[src/rtl/pbs_pkg.sv]
// Constants for the power-button and well sequencing block.
// Assumes a 100 MHz always-on resume-well clock.
package pbs_pkg;

  // ----------------------------------------------------------------
  // Timing
  // ----------------------------------------------------------------
  localparam int unsigned CLK_MHZ       = 100;
  localparam int unsigned DEBOUNCE_MS   = 16;
  localparam int unsigned OVERRIDE_S    = 4;
  localparam int unsigned DEBOUNCE_CYC  = DEBOUNCE_MS * CLK_MHZ * 1000;
  localparam int unsigned OVERRIDE_CYC  = OVERRIDE_S * CLK_MHZ * 1000000;

  // ----------------------------------------------------------------
  // Configuration register
  // ----------------------------------------------------------------
  localparam logic [7:0] GEN_PM_CONFIG_SECOND_OFS = 8'ha2;
  localparam int unsigned PG_FAIL_BIT  = 0;
  localparam int unsigned AC_LOSS_BIT  = 1;
  localparam int unsigned BTN_STS_BIT  = 2;
  localparam int unsigned SMI_EN_BIT   = 3;
  localparam logic [7:0] GEN_PM_RESET  = 8'h00;

  // ----------------------------------------------------------------
  // Sleep states
  // ----------------------------------------------------------------
  typedef enum logic [2:0] {
    PBS_S0 = 3'b000,
    PBS_S1 = 3'b001,
    PBS_S3 = 3'b011,
    PBS_S4 = 3'b100,
    PBS_S5 = 3'b101
  } pbs_state_t;

endpackage

[src/rtl/pbs_power_seq.sv]
// Power-button debounce, sleep states, power-good failure and well
// isolation. Assumes all inputs synchronous to clk except the button.
//
// Notes on behaviour
// - Unexpected power-good drop sets failure flag bit0.
// - Flag set at S3 resume forces reboot.
// - Button debounced over 16 ms.
// - Loss of standby power recorded as AC failure.
// - States S1, S3, S4, S5 supported.
// - Valid press wakes from any sleep state.
// - Press in S0 raises SCI when enabled.
// - Without SCI, press raises SMI if enabled.
// - Press in S0 sets readable button status bit.
// - Four-second hold forces S5.
// - RTC well isolated while resume reset asserted.
// - Resume wells isolated while power-good low.
`timescale 1ns/1ps
module pbs_power_seq #(
  parameter logic [31:0] DEBOUNCE_CYC = 32'(pbs_pkg::DEBOUNCE_CYC),
  parameter logic [31:0] OVERRIDE_CYC = 32'(pbs_pkg::OVERRIDE_CYC)
) (
  // Clock and reset
  input  wire logic        clk,
  input  wire logic        rst,
  // Board pins
  input  wire logic        power_button_n,
  input  wire logic        power_good_in,
  input  wire logic        resume_well_reset_n,
  output logic             sleep_s3_out_n,
  // Sleep control from the power-management core
  input  wire logic        sleep_req,
  input  wire logic [2:0]  sleep_type,
  input  wire logic        sci_enable,
  output logic [2:0]       sleep_state,
  // Events
  output logic             button_sci,
  output logic             button_smi,
  output logic             resume_reboot,
  output logic             resume_continue,
  // Well isolation
  output logic             rtc_isolate,
  output logic             resume_isolate,
  // Configuration access
  input  wire logic [7:0]  cfg_addr,
  input  wire logic        cfg_wr,
  input  wire logic        cfg_rd,
  input  wire logic [7:0]  cfg_wdata,
  output logic [7:0]       cfg_rdata
);

  // ----------------------------------------------------------------
  // State
  // ----------------------------------------------------------------
  typedef struct packed {
    logic               btn_s1;
    logic               btn_s2;
    logic               btn_last;
    logic               btn_stable;
    logic [31:0]        db_cnt;
    logic [31:0]        ovr_cnt;
    logic               ovr_done;
    logic               pg_q;
    logic               pg_fail;
    logic               ac_loss;
    logic               btn_sts;
    logic               smi_en;
    pbs_pkg::pbs_state_t st;
    logic               sleep_n;
    logic               sci;
    logic               smi;
    logic               reboot;
    logic               resume;
    logic               rtc_iso;
    logic               res_iso;
    logic [7:0]         rdata;
  } pbs_regs_t;

  pbs_regs_t r;
  pbs_regs_t next_r;

  logic press;
  logic pg_drop;
  logic reg_wr;
  logic ovr_fire;

  // Debounced fall seen from registered state only, so no loop via next_r
  assign press    = r.btn_stable & ~r.btn_s2 & ~r.btn_last &
                    (r.db_cnt >= DEBOUNCE_CYC - 32'h1);
  assign ovr_fire = ~r.btn_stable & ~r.ovr_done &
                    (r.ovr_cnt >= OVERRIDE_CYC - 32'h1);
  assign pg_drop = r.pg_q & ~power_good_in;
  assign reg_wr  = cfg_wr & (cfg_addr == pbs_pkg::GEN_PM_CONFIG_SECOND_OFS);

  // ----------------------------------------------------------------
  // Next-state logic
  // ----------------------------------------------------------------
  always_comb begin
    next_r        = r;
    next_r.sci    = 1'b0;
    next_r.smi    = 1'b0;
    next_r.reboot = 1'b0;
    next_r.resume = 1'b0;

    // Two-stage synchroniser, then debounce
    next_r.btn_s1   = power_button_n;
    next_r.btn_s2   = r.btn_s1;
    next_r.btn_last = r.btn_s2;
    if (r.btn_s2 != r.btn_last) begin
      next_r.db_cnt = 32'h0;
    end else if (r.btn_s2 != r.btn_stable) begin
      if (r.db_cnt >= DEBOUNCE_CYC - 32'h1) begin
        next_r.btn_stable = r.btn_s2;
        next_r.db_cnt     = 32'h0;
      end else begin
        next_r.db_cnt = r.db_cnt + 32'h1;
      end
    end else begin
      next_r.db_cnt = 32'h0;
    end

    // Hold timer for the emergency override
    if (r.btn_stable) begin
      next_r.ovr_cnt  = 32'h0;
      next_r.ovr_done = 1'b0;
    end else if (!r.ovr_done) begin
      next_r.ovr_cnt = r.ovr_cnt + 32'h1;
    end

    // Software register writes: bits 0..2 write-one-to-clear
    if (reg_wr) begin
      if (cfg_wdata[pbs_pkg::PG_FAIL_BIT]) next_r.pg_fail = 1'b0;
      if (cfg_wdata[pbs_pkg::AC_LOSS_BIT]) next_r.ac_loss = 1'b0;
      if (cfg_wdata[pbs_pkg::BTN_STS_BIT]) next_r.btn_sts = 1'b0;
      next_r.smi_en = cfg_wdata[pbs_pkg::SMI_EN_BIT];
    end

    // Hardware set wins over a same-cycle clear
    next_r.pg_q = power_good_in;
    if (pg_drop && (r.st == pbs_pkg::PBS_S0 || r.st == pbs_pkg::PBS_S1)) begin
      next_r.pg_fail = 1'b1;
    end
    if (!resume_well_reset_n) begin
      next_r.ac_loss = 1'b1;
    end

    // Sleep state machine
    unique case (r.st)
      pbs_pkg::PBS_S0: begin
        if (press) begin
          next_r.btn_sts = 1'b1;
          if (sci_enable) begin
            next_r.sci = 1'b1;
          end else if (r.smi_en) begin
            next_r.smi = 1'b1;
          end
        end else if (sleep_req) begin
          unique case (sleep_type)
            3'b001:  next_r.st = pbs_pkg::PBS_S1;
            3'b011:  next_r.st = pbs_pkg::PBS_S3;
            3'b100:  next_r.st = pbs_pkg::PBS_S4;
            3'b101:  next_r.st = pbs_pkg::PBS_S5;
            default: next_r.st = pbs_pkg::PBS_S0;
          endcase
        end
      end
      pbs_pkg::PBS_S1, pbs_pkg::PBS_S3,
      pbs_pkg::PBS_S4, pbs_pkg::PBS_S5: begin
        if (press) begin
          next_r.st = pbs_pkg::PBS_S0;
          if (r.st == pbs_pkg::PBS_S3) begin
            next_r.reboot = r.pg_fail;
            next_r.resume = ~r.pg_fail;
          end
        end
      end
      default: next_r.st = pbs_pkg::PBS_S5;
    endcase

    if (ovr_fire) begin
      next_r.st       = pbs_pkg::PBS_S5;
      next_r.ovr_done = 1'b1;
      next_r.sci      = 1'b0;
      next_r.smi      = 1'b0;
    end

    // Core wells off in S3 and deeper
    next_r.sleep_n = ~(next_r.st == pbs_pkg::PBS_S3 ||
                       next_r.st == pbs_pkg::PBS_S4 ||
                       next_r.st == pbs_pkg::PBS_S5);

    next_r.rtc_iso = ~resume_well_reset_n;
    next_r.res_iso = ~power_good_in;

    if (cfg_rd && cfg_addr == pbs_pkg::GEN_PM_CONFIG_SECOND_OFS) begin
      next_r.rdata = {4'h0, r.smi_en, r.btn_sts, r.ac_loss, r.pg_fail};
    end else begin
      next_r.rdata = 8'h00;
    end
  end

  // ----------------------------------------------------------------
  // Registers
  // ----------------------------------------------------------------
  always_ff @(posedge clk) begin
    if (rst) begin
      r            <= '0;
      r.btn_s1     <= 1'b1;
      r.btn_s2     <= 1'b1;
      r.btn_last   <= 1'b1;
      r.btn_stable <= 1'b1;
      r.st         <= pbs_pkg::PBS_S5;
      r.sleep_n    <= 1'b0;
      r.rtc_iso    <= 1'b1;
      r.res_iso    <= 1'b1;
    end else begin
      r <= next_r;
    end
  end

  assign sleep_s3_out_n  = r.sleep_n;
  assign sleep_state     = r.st;
  assign button_sci      = r.sci;
  assign button_smi      = r.smi;
  assign resume_reboot   = r.reboot;
  assign resume_continue = r.resume;
  assign rtc_isolate     = r.rtc_iso;
  assign resume_isolate  = r.res_iso;
  assign cfg_rdata       = r.rdata;

  // ----------------------------------------------------------------
  // Assertions
  // ----------------------------------------------------------------
  a_pg_fail_set: assert property (@(posedge clk) disable iff (rst)
    (r.pg_q && !power_good_in && r.st == pbs_pkg::PBS_S0)
      |=> r.pg_fail)
    else $error("power-good drop in S0 did not set the flag");

  a_s3_reboot: assert property (@(posedge clk) disable iff (rst)
    (r.st == pbs_pkg::PBS_S3 && press && r.pg_fail)
      |=> resume_reboot && !resume_continue)
    else $error("S3 resume with failure flag did not reboot");

  a_debounce_len: assert property (@(posedge clk) disable iff (rst)
    (r.btn_stable != $past(r.btn_stable))
      |-> ($past(r.db_cnt) == DEBOUNCE_CYC - 32'h1))
    else $error("debounced button changed before full interval");

  a_ac_loss: assert property (@(posedge clk) disable iff (rst)
    !resume_well_reset_n |=> r.ac_loss)
    else $error("standby loss not recorded");

  a_wake_press: assert property (@(posedge clk) disable iff (rst)
    (r.st != pbs_pkg::PBS_S0 && press && r.btn_stable)
      |=> sleep_state == pbs_pkg::PBS_S0 || r.ovr_done)
    else $error("press did not wake from sleep");

  a_sci_path: assert property (@(posedge clk) disable iff (rst)
    button_sci |-> $past(sci_enable) && !button_smi && r.btn_sts)
    else $error("SCI raised without enable");

  a_smi_path: assert property (@(posedge clk) disable iff (rst)
    button_smi |-> !$past(sci_enable) && $past(r.smi_en))
    else $error("SMI raised with SCI enabled or SMI disabled");

  a_override: assert property (@(posedge clk) disable iff (rst)
    (!r.btn_stable && !r.ovr_done && r.ovr_cnt == OVERRIDE_CYC - 32'h1)
      |=> sleep_state == pbs_pkg::PBS_S5 && !sleep_s3_out_n)
    else $error("four-second hold did not force soft-off");

  a_rtc_iso: assert property (@(posedge clk) disable iff (rst)
    !resume_well_reset_n |=> rtc_isolate)
    else $error("RTC well not isolated during resume reset");

  a_res_iso: assert property (@(posedge clk) disable iff (rst)
    !power_good_in [*2] |-> resume_isolate)
    else $error("resume wells not isolated while power-good low");

endmodule // pbs_power_seq

[config.mk]
export PLATFORM = sky130hd
export DESIGN_NAME = pbs_power_seq
export DESIGN_NICKNAME = d
export VERILOG_FILES = /design/src/rtl/pbs_pkg.sv /design/src/rtl/pbs_power_seq.sv
export SDC_FILE = /design/constraint.sdc
export NUM_CORES = 1
export LEC_CHECK = 0
export ABC_AREA = 1
export BUFFER_PORTS_ARGS = -buffer_cell sky130_fd_sc_hd__clkbuf_2
export CAP_MARGIN = 20
export CORE_MARGIN = 2
export CORE_UTILIZATION = 63
export DETAILED_ROUTE_END_ITERATION = 10
export HOLD_SLACK_MARGIN = 0.02
export PLACE_DENSITY = 0.85
export SLEW_MARGIN = 30
export SYNTH_ARGS = -nofsm -noshare
export SYNTH_HDL_FRONTEND = slang
export SYNTH_SLANG_ARGS = --single-unit
export TNS_END_PERCENT = 5
[constraint.sdc]
create_clock -name clk -period 3.6 [get_ports clk]
set_input_delay 0.72 -clock clk [delete_from_list [all_inputs] [get_ports clk]]
set_output_delay 0.72 -clock clk [all_outputs]
set_load 0.02 [all_outputs]
# Word level (Yosys, flattened, before mapping)
# Cells that the tools add are included.
[totals]
ff_bits = 92
latchBits = 0
ram_bits = 0
romBits = 0
in_bits = 28
out_inout_bits = 18
word_cells = 101
memories = 0
[op_classes]
n_addsub = 2
n_mul = 0
div = 0
order_cmp = 2
eq_ne = 16
shift = 0
muxes = 18
bitwise = 22
reduce_logical = 19
[ops]
columns = ["cell", "count"]
rows = [
  ["$add 32x1->32 const B", 2],
  ["$ge 32x21->1 const B", 1],
  ["$ge 32x29->1 const B", 1],
  ["$eq 3x3->1 const B", 6],
  ["$reduce_or 4->1", 4],
  ["$not 1->1", 15],
  ["$mux 3", 4],
  ["$pmux 3 s4", 1],
  ["$mux 1", 11],
  ["$eq 3x2->1 const B", 3],
  ["$eq 8x8->1 const B", 1],
  ["$and 1x1->1", 7],
  ["$eq 3x1->1 const B", 2],
  ["$pmux 3 s2", 1],
  ["$reduce_bool 2->1", 3],
  ["$reduce_or 5->1", 1],
  ["$mux 4", 1],
  ["$ne 2x1->1 const B", 2],
  ["$reduce_and 2->1", 2],
  ["$reduce_or 2->1", 2],
  ["$logic_not 3->1", 1],
  ["$logic_or 1x1->1", 3],
  ["$reduce_and 3->1", 1],
  ["$logic_and 1x1->1", 2],
  ["$ne 1x1->1", 2],
]

# Logic depth before layout (Yosys ltp)
# Gate-level depths: netlist of run 1.
[logic_depth]
ltp_word = 11
ltp_mapped = 13
depth_no_buf = 13

# Worst setup path after synthesis of run 1
# Ideal clock, no wire load.
[synth_timing]
path_type = "input to register"
start = "input port rst"
end = "register r[88] in the netlist's numbering"
setup_time_ps = 87
t_arrival_ps = 1615
t_required_ps = 3513
slack_ps = 1898
cell_stages = 6
path_buffers = 2
cell_sequence = "clkbuf_1 nor2_1 inv_1 clkbuf_1 o21ai_0 o31ai_1"
[synth_lines]
columns = ["element", "line", "text"]
rows = [
  ["start, declared", "pbs_power_seq.sv:24", "input wire logic rst,"],
  ["end signal, assigned", "pbs_power_seq.sv:216", "r <= next_r;"],
  ["end, declared", "pbs_power_seq.sv:78", "pbs_regs_t r;"],
]

# Final worst setup path of run 1
[layout_timing]
start = "register r[56] in the netlist's numbering"
end = "register r[19] in the netlist's numbering"
[layout_via]
elab_chain_cells = 4
[layout_lines]
columns = ["element", "line", "text"]
rows = [
  ["$ge 32x21->1", "pbs_power_seq.sv:88", "(r.db_cnt >= DEBOUNCE_CYC - 32'h1);"],
  ["$and 1x1->1", "pbs_power_seq.sv:87", "assign press = r.btn_stable & ~r.btn_s2 & ~r.btn_last &"],
  ["$mux 1", "pbs_power_seq.sv:149", "if (press) begin"],
  ["$mux 1", "pbs_power_seq.sv:147", "unique case (r.st)"],
]
# No other way between the ends.
# A chain may end at the register's enable or synchronous reset.

==> qor.yml, run 1 <==
diodes: 0
holdPathStages: 1
post_drt_wl_per_cell_um: 11.3
fp.dieW_um: 85.1
fmax_mhz: 533
core_area_um2: 6350
synth_edf_count: 0
vias_per_cell: 5.09
met3_usage: 0.0623
grt_use_total: 0.236
grt_pass1_wl_mm: 13.9
cts_buffer_depth: 2
finalSetupViolCount: 0
rr_endpoint: "r[19]$_SDFF_PP0_"
finClkSkew_ns: 0.0109
postCtsSetupBuffers: 0
dr.pass1.iters: 4
yosysUniqueCellTypes: 36
synthToLayoutAreaGrowth_pct: 10.3
post-synth-top-area-fraction: 0.425
critPathKind: "reg -> reg"
hold_violations: 0
fin_ws_ns: 1.72
cp.arrival_ns: 2.16
clk_pin_slew_worst_paths_ns: 0.09
hpwl_mm: 5.97
groute.layer.met1.usage: 0.274
ir_drop_uv: 382
drive_above_1_share: 0.130
rsz0062_at_grt: "false"
maxSlewHeadroom: 0.542
p_per_area_nw_per_um2: 381
leakagePower_nw: 1.82
ys_seq_elements: 88
cts_resized: 0
fin_area_um2: 4570
place_ws_ns: 1.50
worstSkewPairLatency_ns: 0.37
die_area_um2: 7240
syn_avg_cell_area_um2: 7.22
reg2reg_setup_slack_ns: 1.72
antenna_left: 0
start_util: 0.652
numCtsBuffers: 9
cp-end-kind: "flip-flop"
grt_pass1_vias: 3328
ios: 46
fp.dieH_um: 85.1
startpoint_type: "flip-flop"
cts_tree: "done"
core.rowCount: 29
r2r_cells: 13
min_to: "next_r[89]$_SDFF_PP1_"
antenna_found_initial: 0
hold_path.class: "reg -> reg"
async_flop_share: 0
cp.required_ns: 3.89
cp_max_fo: 6
synth_top_cell_by_area: "dfxtp_1"
gp_routability_congestion: 0.912
slew_violations: 0
fin_crit_ns: 1.88
status: "complete, no violations"
port_buffers: 37
holdBufCountCts: 0
cap_violations: 0
total_power_mw: 1.74
seq_area_frac_synth: 0.425
syn_inst: 574
finalCoreUtilization: 0.719
layout_worst_path_cycle_share: 0.521
cts-root-buf: "clkbuf_8"
wl_mm: 7.94
htreeDepth: 3
grtUsageMet2: 0.412
syn_area_um2: 4140
tightest_slew_ns: 0.686
cts_sinks: 88
place_area_um2: 4370
setup_tns_ns: 0
grt_max_degree: 22
holdCritStartpoint: "next_r[90]$_SDFF_PP1_"
ys_top_cells_by_area: "dfxtp_1 (43%), nand2_1 (10%), nor2_1 (7.6%)"
r2r-start: "r[56]$_SDFF_PP0_"
overflow: 0
synth-main-ff-cell: "dfxtp_1"
finalNetCount: 650
top_usage_layer: "met2"
drc_errors: 0
yosysWarnings: 0
vias: 3566
drt_iter0_markers: 125
==> synth_stat cells, types with 3 or more instances <==
| master | number |
|---|---|
| a21oi_1 | 40 |
| buf_4 | 12 |
| clkbuf_1 | 5 |
| dfxtp_1 | 88 |
| ha_1 | 3 |
| inv_1 | 80 |
| nand2_1 | 114 |
| nand2_2 | 6 |
| nand3_1 | 24 |
| nand4_1 | 12 |
| nor2_1 | 84 |
| nor2_2 | 5 |
| nor2_4 | 4 |
| nor3_1 | 20 |
| nor3_2 | 3 |
| nor3b_1 | 5 |
| nor4_1 | 5 |
| o21a_1 | 3 |
| o21ai_0 | 21 |
| or2_2 | 3 |
| xnor2_1 | 4 |
| xor2_1 | 14 |
==> how the worst max path moves through the flow <==
stage | slack (ns) | end | cells after the start | start
after floorplan | 1.90 | r[88]$_SDFFE_PP1P_ | 6 | rst
after global placement | 1.54 | r[88]$_SDFFE_PP1P_ | 6 | rst
after detailed placement | 1.50 | r[88]$_SDFFE_PP1P_ | 6 | rst
after CTS | 1.73 | r[19]$_SDFF_PP0_ | 13 | r[56]$_SDFF_PP0_
after global routing | 1.47 | r[74]$_SDFF_PP0_ | 10 | r[56]$_SDFF_PP0_
final | 1.72 | r[19]$_SDFF_PP0_ | 13 | r[56]$_SDFF_PP0_
==> cell type report <==
cell class,instances,area (µm²)
multi-input combinational,401,2020
timing repair buffer,38,193
fill,517,1780
clock buffer,10,128
tap,77,96.3
inverter,81,304
clock inverter,6,68.8
sequential,88,1760
==> power by group <==
part / internal (mW) / total (mW) / switching [mW]
Clock: 0.324 / 0.677 / 0.353
Sequential: 0.987 / 0.993 / 0.00586
Combinational: 0.0239 / 0.0692 / 0.0453
==> flip-flops by register name, indices dropped and copies added, names as in the netlist, 2 cells and up <==
name and flops:
r 72, cfg_rdata 4, sleep_state 3, next_r 2
==> per-layer routing <==
layer  vias to the layer above  share of wire
met1                      1606           0.44
met5                         -              0
met4                         0          0.018
li1                       1888              -
met3                        12          0.033
met2                        60           0.50
==> cells by family (layout without fill, tap and decap cells) <==
group | Yosys count | after routing | share of synthesized area
flops | 88 | 88 | 0.425
buf+inv | 99 | 135 | 0.101
simple gates | 296 | 296 | 0.338
fa+ha+maj | 3 | 3 | 0.00906
xor+xnor | 18 | 18 | 0.0381
other cells | 1 | 15 | 0.000905
compound gates | 69 | 69 | 0.0879
==> through the flow <==
stage	cells	hold WS (ns)
global placement	685	0.390
floorplan	588	0.389
finish	701	0.413
global route	701	0.435
detailed placement	685	0.394
CTS	701	0.414
==> critical path, cell delays in order (launching register included) <==
cell and delay [ns]:
dfxtp_1 0.36, ha_1 0.17, nand2_1 0.05, inv_1 0.07, nand2_1 0.11, nor2_2 0.19, nand2_1 0.07, nand2_1 0.08
nand2_1 0.05, nand2_1 0.12, nand2_2 0.11, inv_1 0.10, nand2_1 0.11, a21oi_1 0.18
==> cell usage in the layout (no fill, tap or decap), types with 2 or more instances in the layout <==
cell type / netlist / layout
clkbuf_2: 0 / 37
clkbuf_8: 0 / 9
xor2_1: 14 / 14
conb_1: 1 / 15
inv_1: 80 / 80
nand3_1: 24 / 24
nor4_1: 5 / 5
a211oi_1: 2 / 2
nor3_1: 20 / 20
a21oi_1: 40 / 40
nor2_1: 84 / 84
o31ai_1: 2 / 2
nor2_2: 5 / 5
o21ai_0: 21 / 21
xnor2_1: 4 / 4
nand2_1: 114 / 114
nand4_1: 12 / 12
clkinv_4: 0 / 2
nand2_2: 6 / 6
o21a_1: 3 / 3
nor3_2: 3 / 3
nor3b_1: 5 / 5
nor2_4: 4 / 4
dfxtp_1: 88 / 88
ha_1: 3 / 3
or2_2: 3 / 3
and2_1: 2 / 2
nand2_4: 2 / 2
nand3b_1: 2 / 2
Note: power is estimated with default switching activity, not from simulation.
==> inputs of run 2 (changes only) <==
--- a/config.mk
+++ b/config.mk
@@ -9,10 +9,10 @@
 export BUFFER_PORTS_ARGS = -buffer_cell sky130_fd_sc_hd__clkbuf_2
 export CAP_MARGIN = 20
 export CORE_MARGIN = 2
-export CORE_UTILIZATION = 63
+export CORE_UTILIZATION = 58
 export DETAILED_ROUTE_END_ITERATION = 10
 export HOLD_SLACK_MARGIN = 0.02
-export PLACE_DENSITY = 0.85
+export PLACE_DENSITY = 0.79
 export SLEW_MARGIN = 30
 export SYNTH_ARGS = -nofsm -noshare
 export SYNTH_HDL_FRONTEND = slang
==> constraint.sdc (replaced) <==
create_clock -name clk -period 1.9 [get_ports clk]
set_input_delay 0.38 -clock clk [delete_from_list [all_inputs] [get_ports clk]]
set_output_delay 0.38 -clock clk [all_outputs]
set_load 0.02 [all_outputs]
==> qor.yml, run 2 (synthesis results as in run 1) <==
finalCoreUtilization: 0.689  # -0.0300
port_buffers: 37  # unchanged
die_area_um2: 7830  # +8.2%
final_common_cell: "nand2_1"
cts-root-buf: "clkbuf_8"
antenna_found_initial: 0  # unchanged
fin_ws_ns: 0.0600  # -1.66 ns
htreeDepth: 3  # unchanged
overflow: 0  # unchanged
place_area_um2: 4420  # +1.1%
finClkSkew_ns: 0.0105  # -0.000422 ns
leakagePower_nw: 1.90  # +4.7%
grt_use_total: 0.217  # -0.0195
largest-register: "r"
seq_area_um2: 1770  # +0.50%
vias: 3602  # +1.0%
fillCellCount: 609  # +18%
hold_path.class: "in -> reg"
cts_sinks: 88  # unchanged
gp_routability_congestion: 0.843  # -7.6%
slew_violations: 0  # unchanged
rsz0062_at_grt: "true"
min_to: "rtc_isolate$_SDFF_PP1_"
clk_pin_slew_worst_paths_ns: 0.09  # about the same
hpwl_mm: 5.88  # -1.7%
grt_pass1_wl_mm: 13.4  # -3.5%
tightest_slew_ns: 0.682  # -0.00404 ns
cp.arrival_ns: 2.10  # -0.06 ns
core_area_um2: 6870  # +8.2%
cp_max_fo: 3  # -3
diodes: 0  # unchanged
reg2reg_setup_slack_ns: 0.06  # -1.66 ns
cp-end-kind: "flip-flop"
drt_iter0_markers: 175  # +40%
maxSlewHeadroom: 0.545  # +0.00270
cap_violations: 0  # unchanged
holdPathStages: 2  # +1
fin_crit_ns: 1.84  # -0.0368 ns
setup_tns_ns: 0  # unchanged
antenna_left: 0  # unchanged
ios: 46  # unchanged
ir_drop_uv: 646  # +69%
drc_errors: 0  # unchanged
r2r_cells: 11  # -2
fmax_mhz: 543  # +2.0%
critPathKind: "reg -> reg"
dp.cells: 707  # +3.2%
start_util: 0.603  # -0.0493
fin_area_um2: 4740  # +3.7%
core.rowCount: 30  # +3.4%
rr_endpoint: "r[48]$_SDFFE_PP0N_"
place_ws_ns: 0.0493  # -1.45 ns
post_drt_wl_per_cell_um: 11.4  # +0.76%
fp.dieW_um: 88.5  # +4.0%
fp.dieH_um: 88.5  # +4.0%
p_per_area_nw_per_um2: 708  # +86%
synthToLayoutAreaGrowth_pct: 14.3
layout_worst_path_cycle_share: 0.968  # +0.447
most-common-layout-cells: "nand2_1 (110), dfxtp_1 (85), nor2_1 (83)"
grt_pass1_vias: 3205  # -3.7%
r2r-start: "r[25]$_SDFFE_PP0N_"
startpoint_type: "flip-flop"
worstSkewPairLatency_ns: 0.36  # about the same
status: "complete, no violations"
hold_violations: 0  # unchanged
dr.pass1.iters: 5  # +1
cp.required_ns: 2.16  # -1.73 ns
holdCritStartpoint: "resume_well_reset_n"
vias_per_cell: 4.96  # -2.5%
cts_buffer_depth: 2  # unchanged
instances_no_fill: 726  # +3.6%
multiInputGateArea_um2: 2100  # +4.0%
numCtsBuffers: 9  # unchanged
drive_above_1_share: 0.157  # +0.0273
finalNetCount: 656  # +0.92%
wl_mm: 8.29  # +4.4%
largest_reg_flops: 72  # unchanged
grt_max_degree: 22  # unchanged
cts_tree: "done"
finalSetupViolCount: 0  # unchanged
## run 2: cell types whose count changed in the layout (fill, tap and decap cells not counted), moves of 3 or more
cell	change
nor2_4	+4
buf_4	+6
nand2_1	-4
dfxtp_1	-3
nor2_2	-3
## run 2: repair_timing
item / CTS / global route
buffers inserted: 0 / 3
pin swaps: 0 / 7
hold buffers: 0 / 0
resized for setup: 2 / 22
endpoints found under the setup margin: 1 / 33
## run 2: per-stage QoR
step,hold slack (ns),power [mW]
final,0.190,3.35
after global placement,0.391,2.05
after floorplan,0.389,2.01
after CTS,0.179,3.37
after detailed placement,0.398,2.06
after global routing,0.191,3.46
## run 2: how the worst max path moves through the flow
stage | end | start | slack, ns | depth (start not counted)
3_5_place_dp | r[50]$_SDFFE_PP0N_ | r[25]$_SDFFE_PP0N_ | 0.05 | 11
5_1_grt | button_smi$_SDFF_PP0_ | r[57]$_SDFF_PP0_ | -0.04 | 13
3_3_place_gp | r[50]$_SDFFE_PP0N_ | r[25]$_SDFFE_PP0N_ | 0.10 | 11
2_1_floorplan | r[50]$_SDFFE_PP0N_ | r[25]$_SDFFE_PP0N_ | 0.27 | 11
4_1_cts | r[50]$_SDFFE_PP0N_ | r[24]$_SDFFE_PP0N_ | 0.02 | 11
6_report | r[48]$_SDFFE_PP0N_ | r[25]$_SDFFE_PP0N_ | 0.06 | 11
## run 2: layer usage
| metal | vias to the layer above | routed length, µm | GRT usage |
|---|---|---|---|
| met2 | 59 | 4200 | 0.378 |
| met3 | 15 | 313 | 0.0616 |
| met1 | 1626 | 3660 | 0.263 |
| li1 | 1902 | - | - |
| met5 | - | 0 | 0 |
| met4 | 0 | 116 | 0.0565 |
## run 2: worst max-delay path, cell delays in order (launching register included)
cell and delay [ns]:
dfxtp_4 0.38, ha_4 0.16, nand2_4 0.06, nor2_4 0.14, nand2_4 0.08, nor2_4 0.16, buf_4 0.12, nand4_1 0.08
nor2_1 0.22, nand2_1 0.12, o21ai_0 0.16, a21oi_1 0.05
## run 2: power breakdown
group	switching, mW	total [mW]	internal [mW]
clock network	0.682	1.34	0.654
logic	0.0876	0.135	0.0473
registers	0.0122	1.88	1.87
total	0.782	3.35	2.57
## run 2: area by class of cell
cell class                 count  share of cell area
timing repair buffer          44              0.0502
clock buffer                  11              0.0299
clock inverter                 5              0.0135
sequential                    88               0.374
tap                           96              0.0254
multi-input combinational    401               0.443
inverter                      81              0.0642
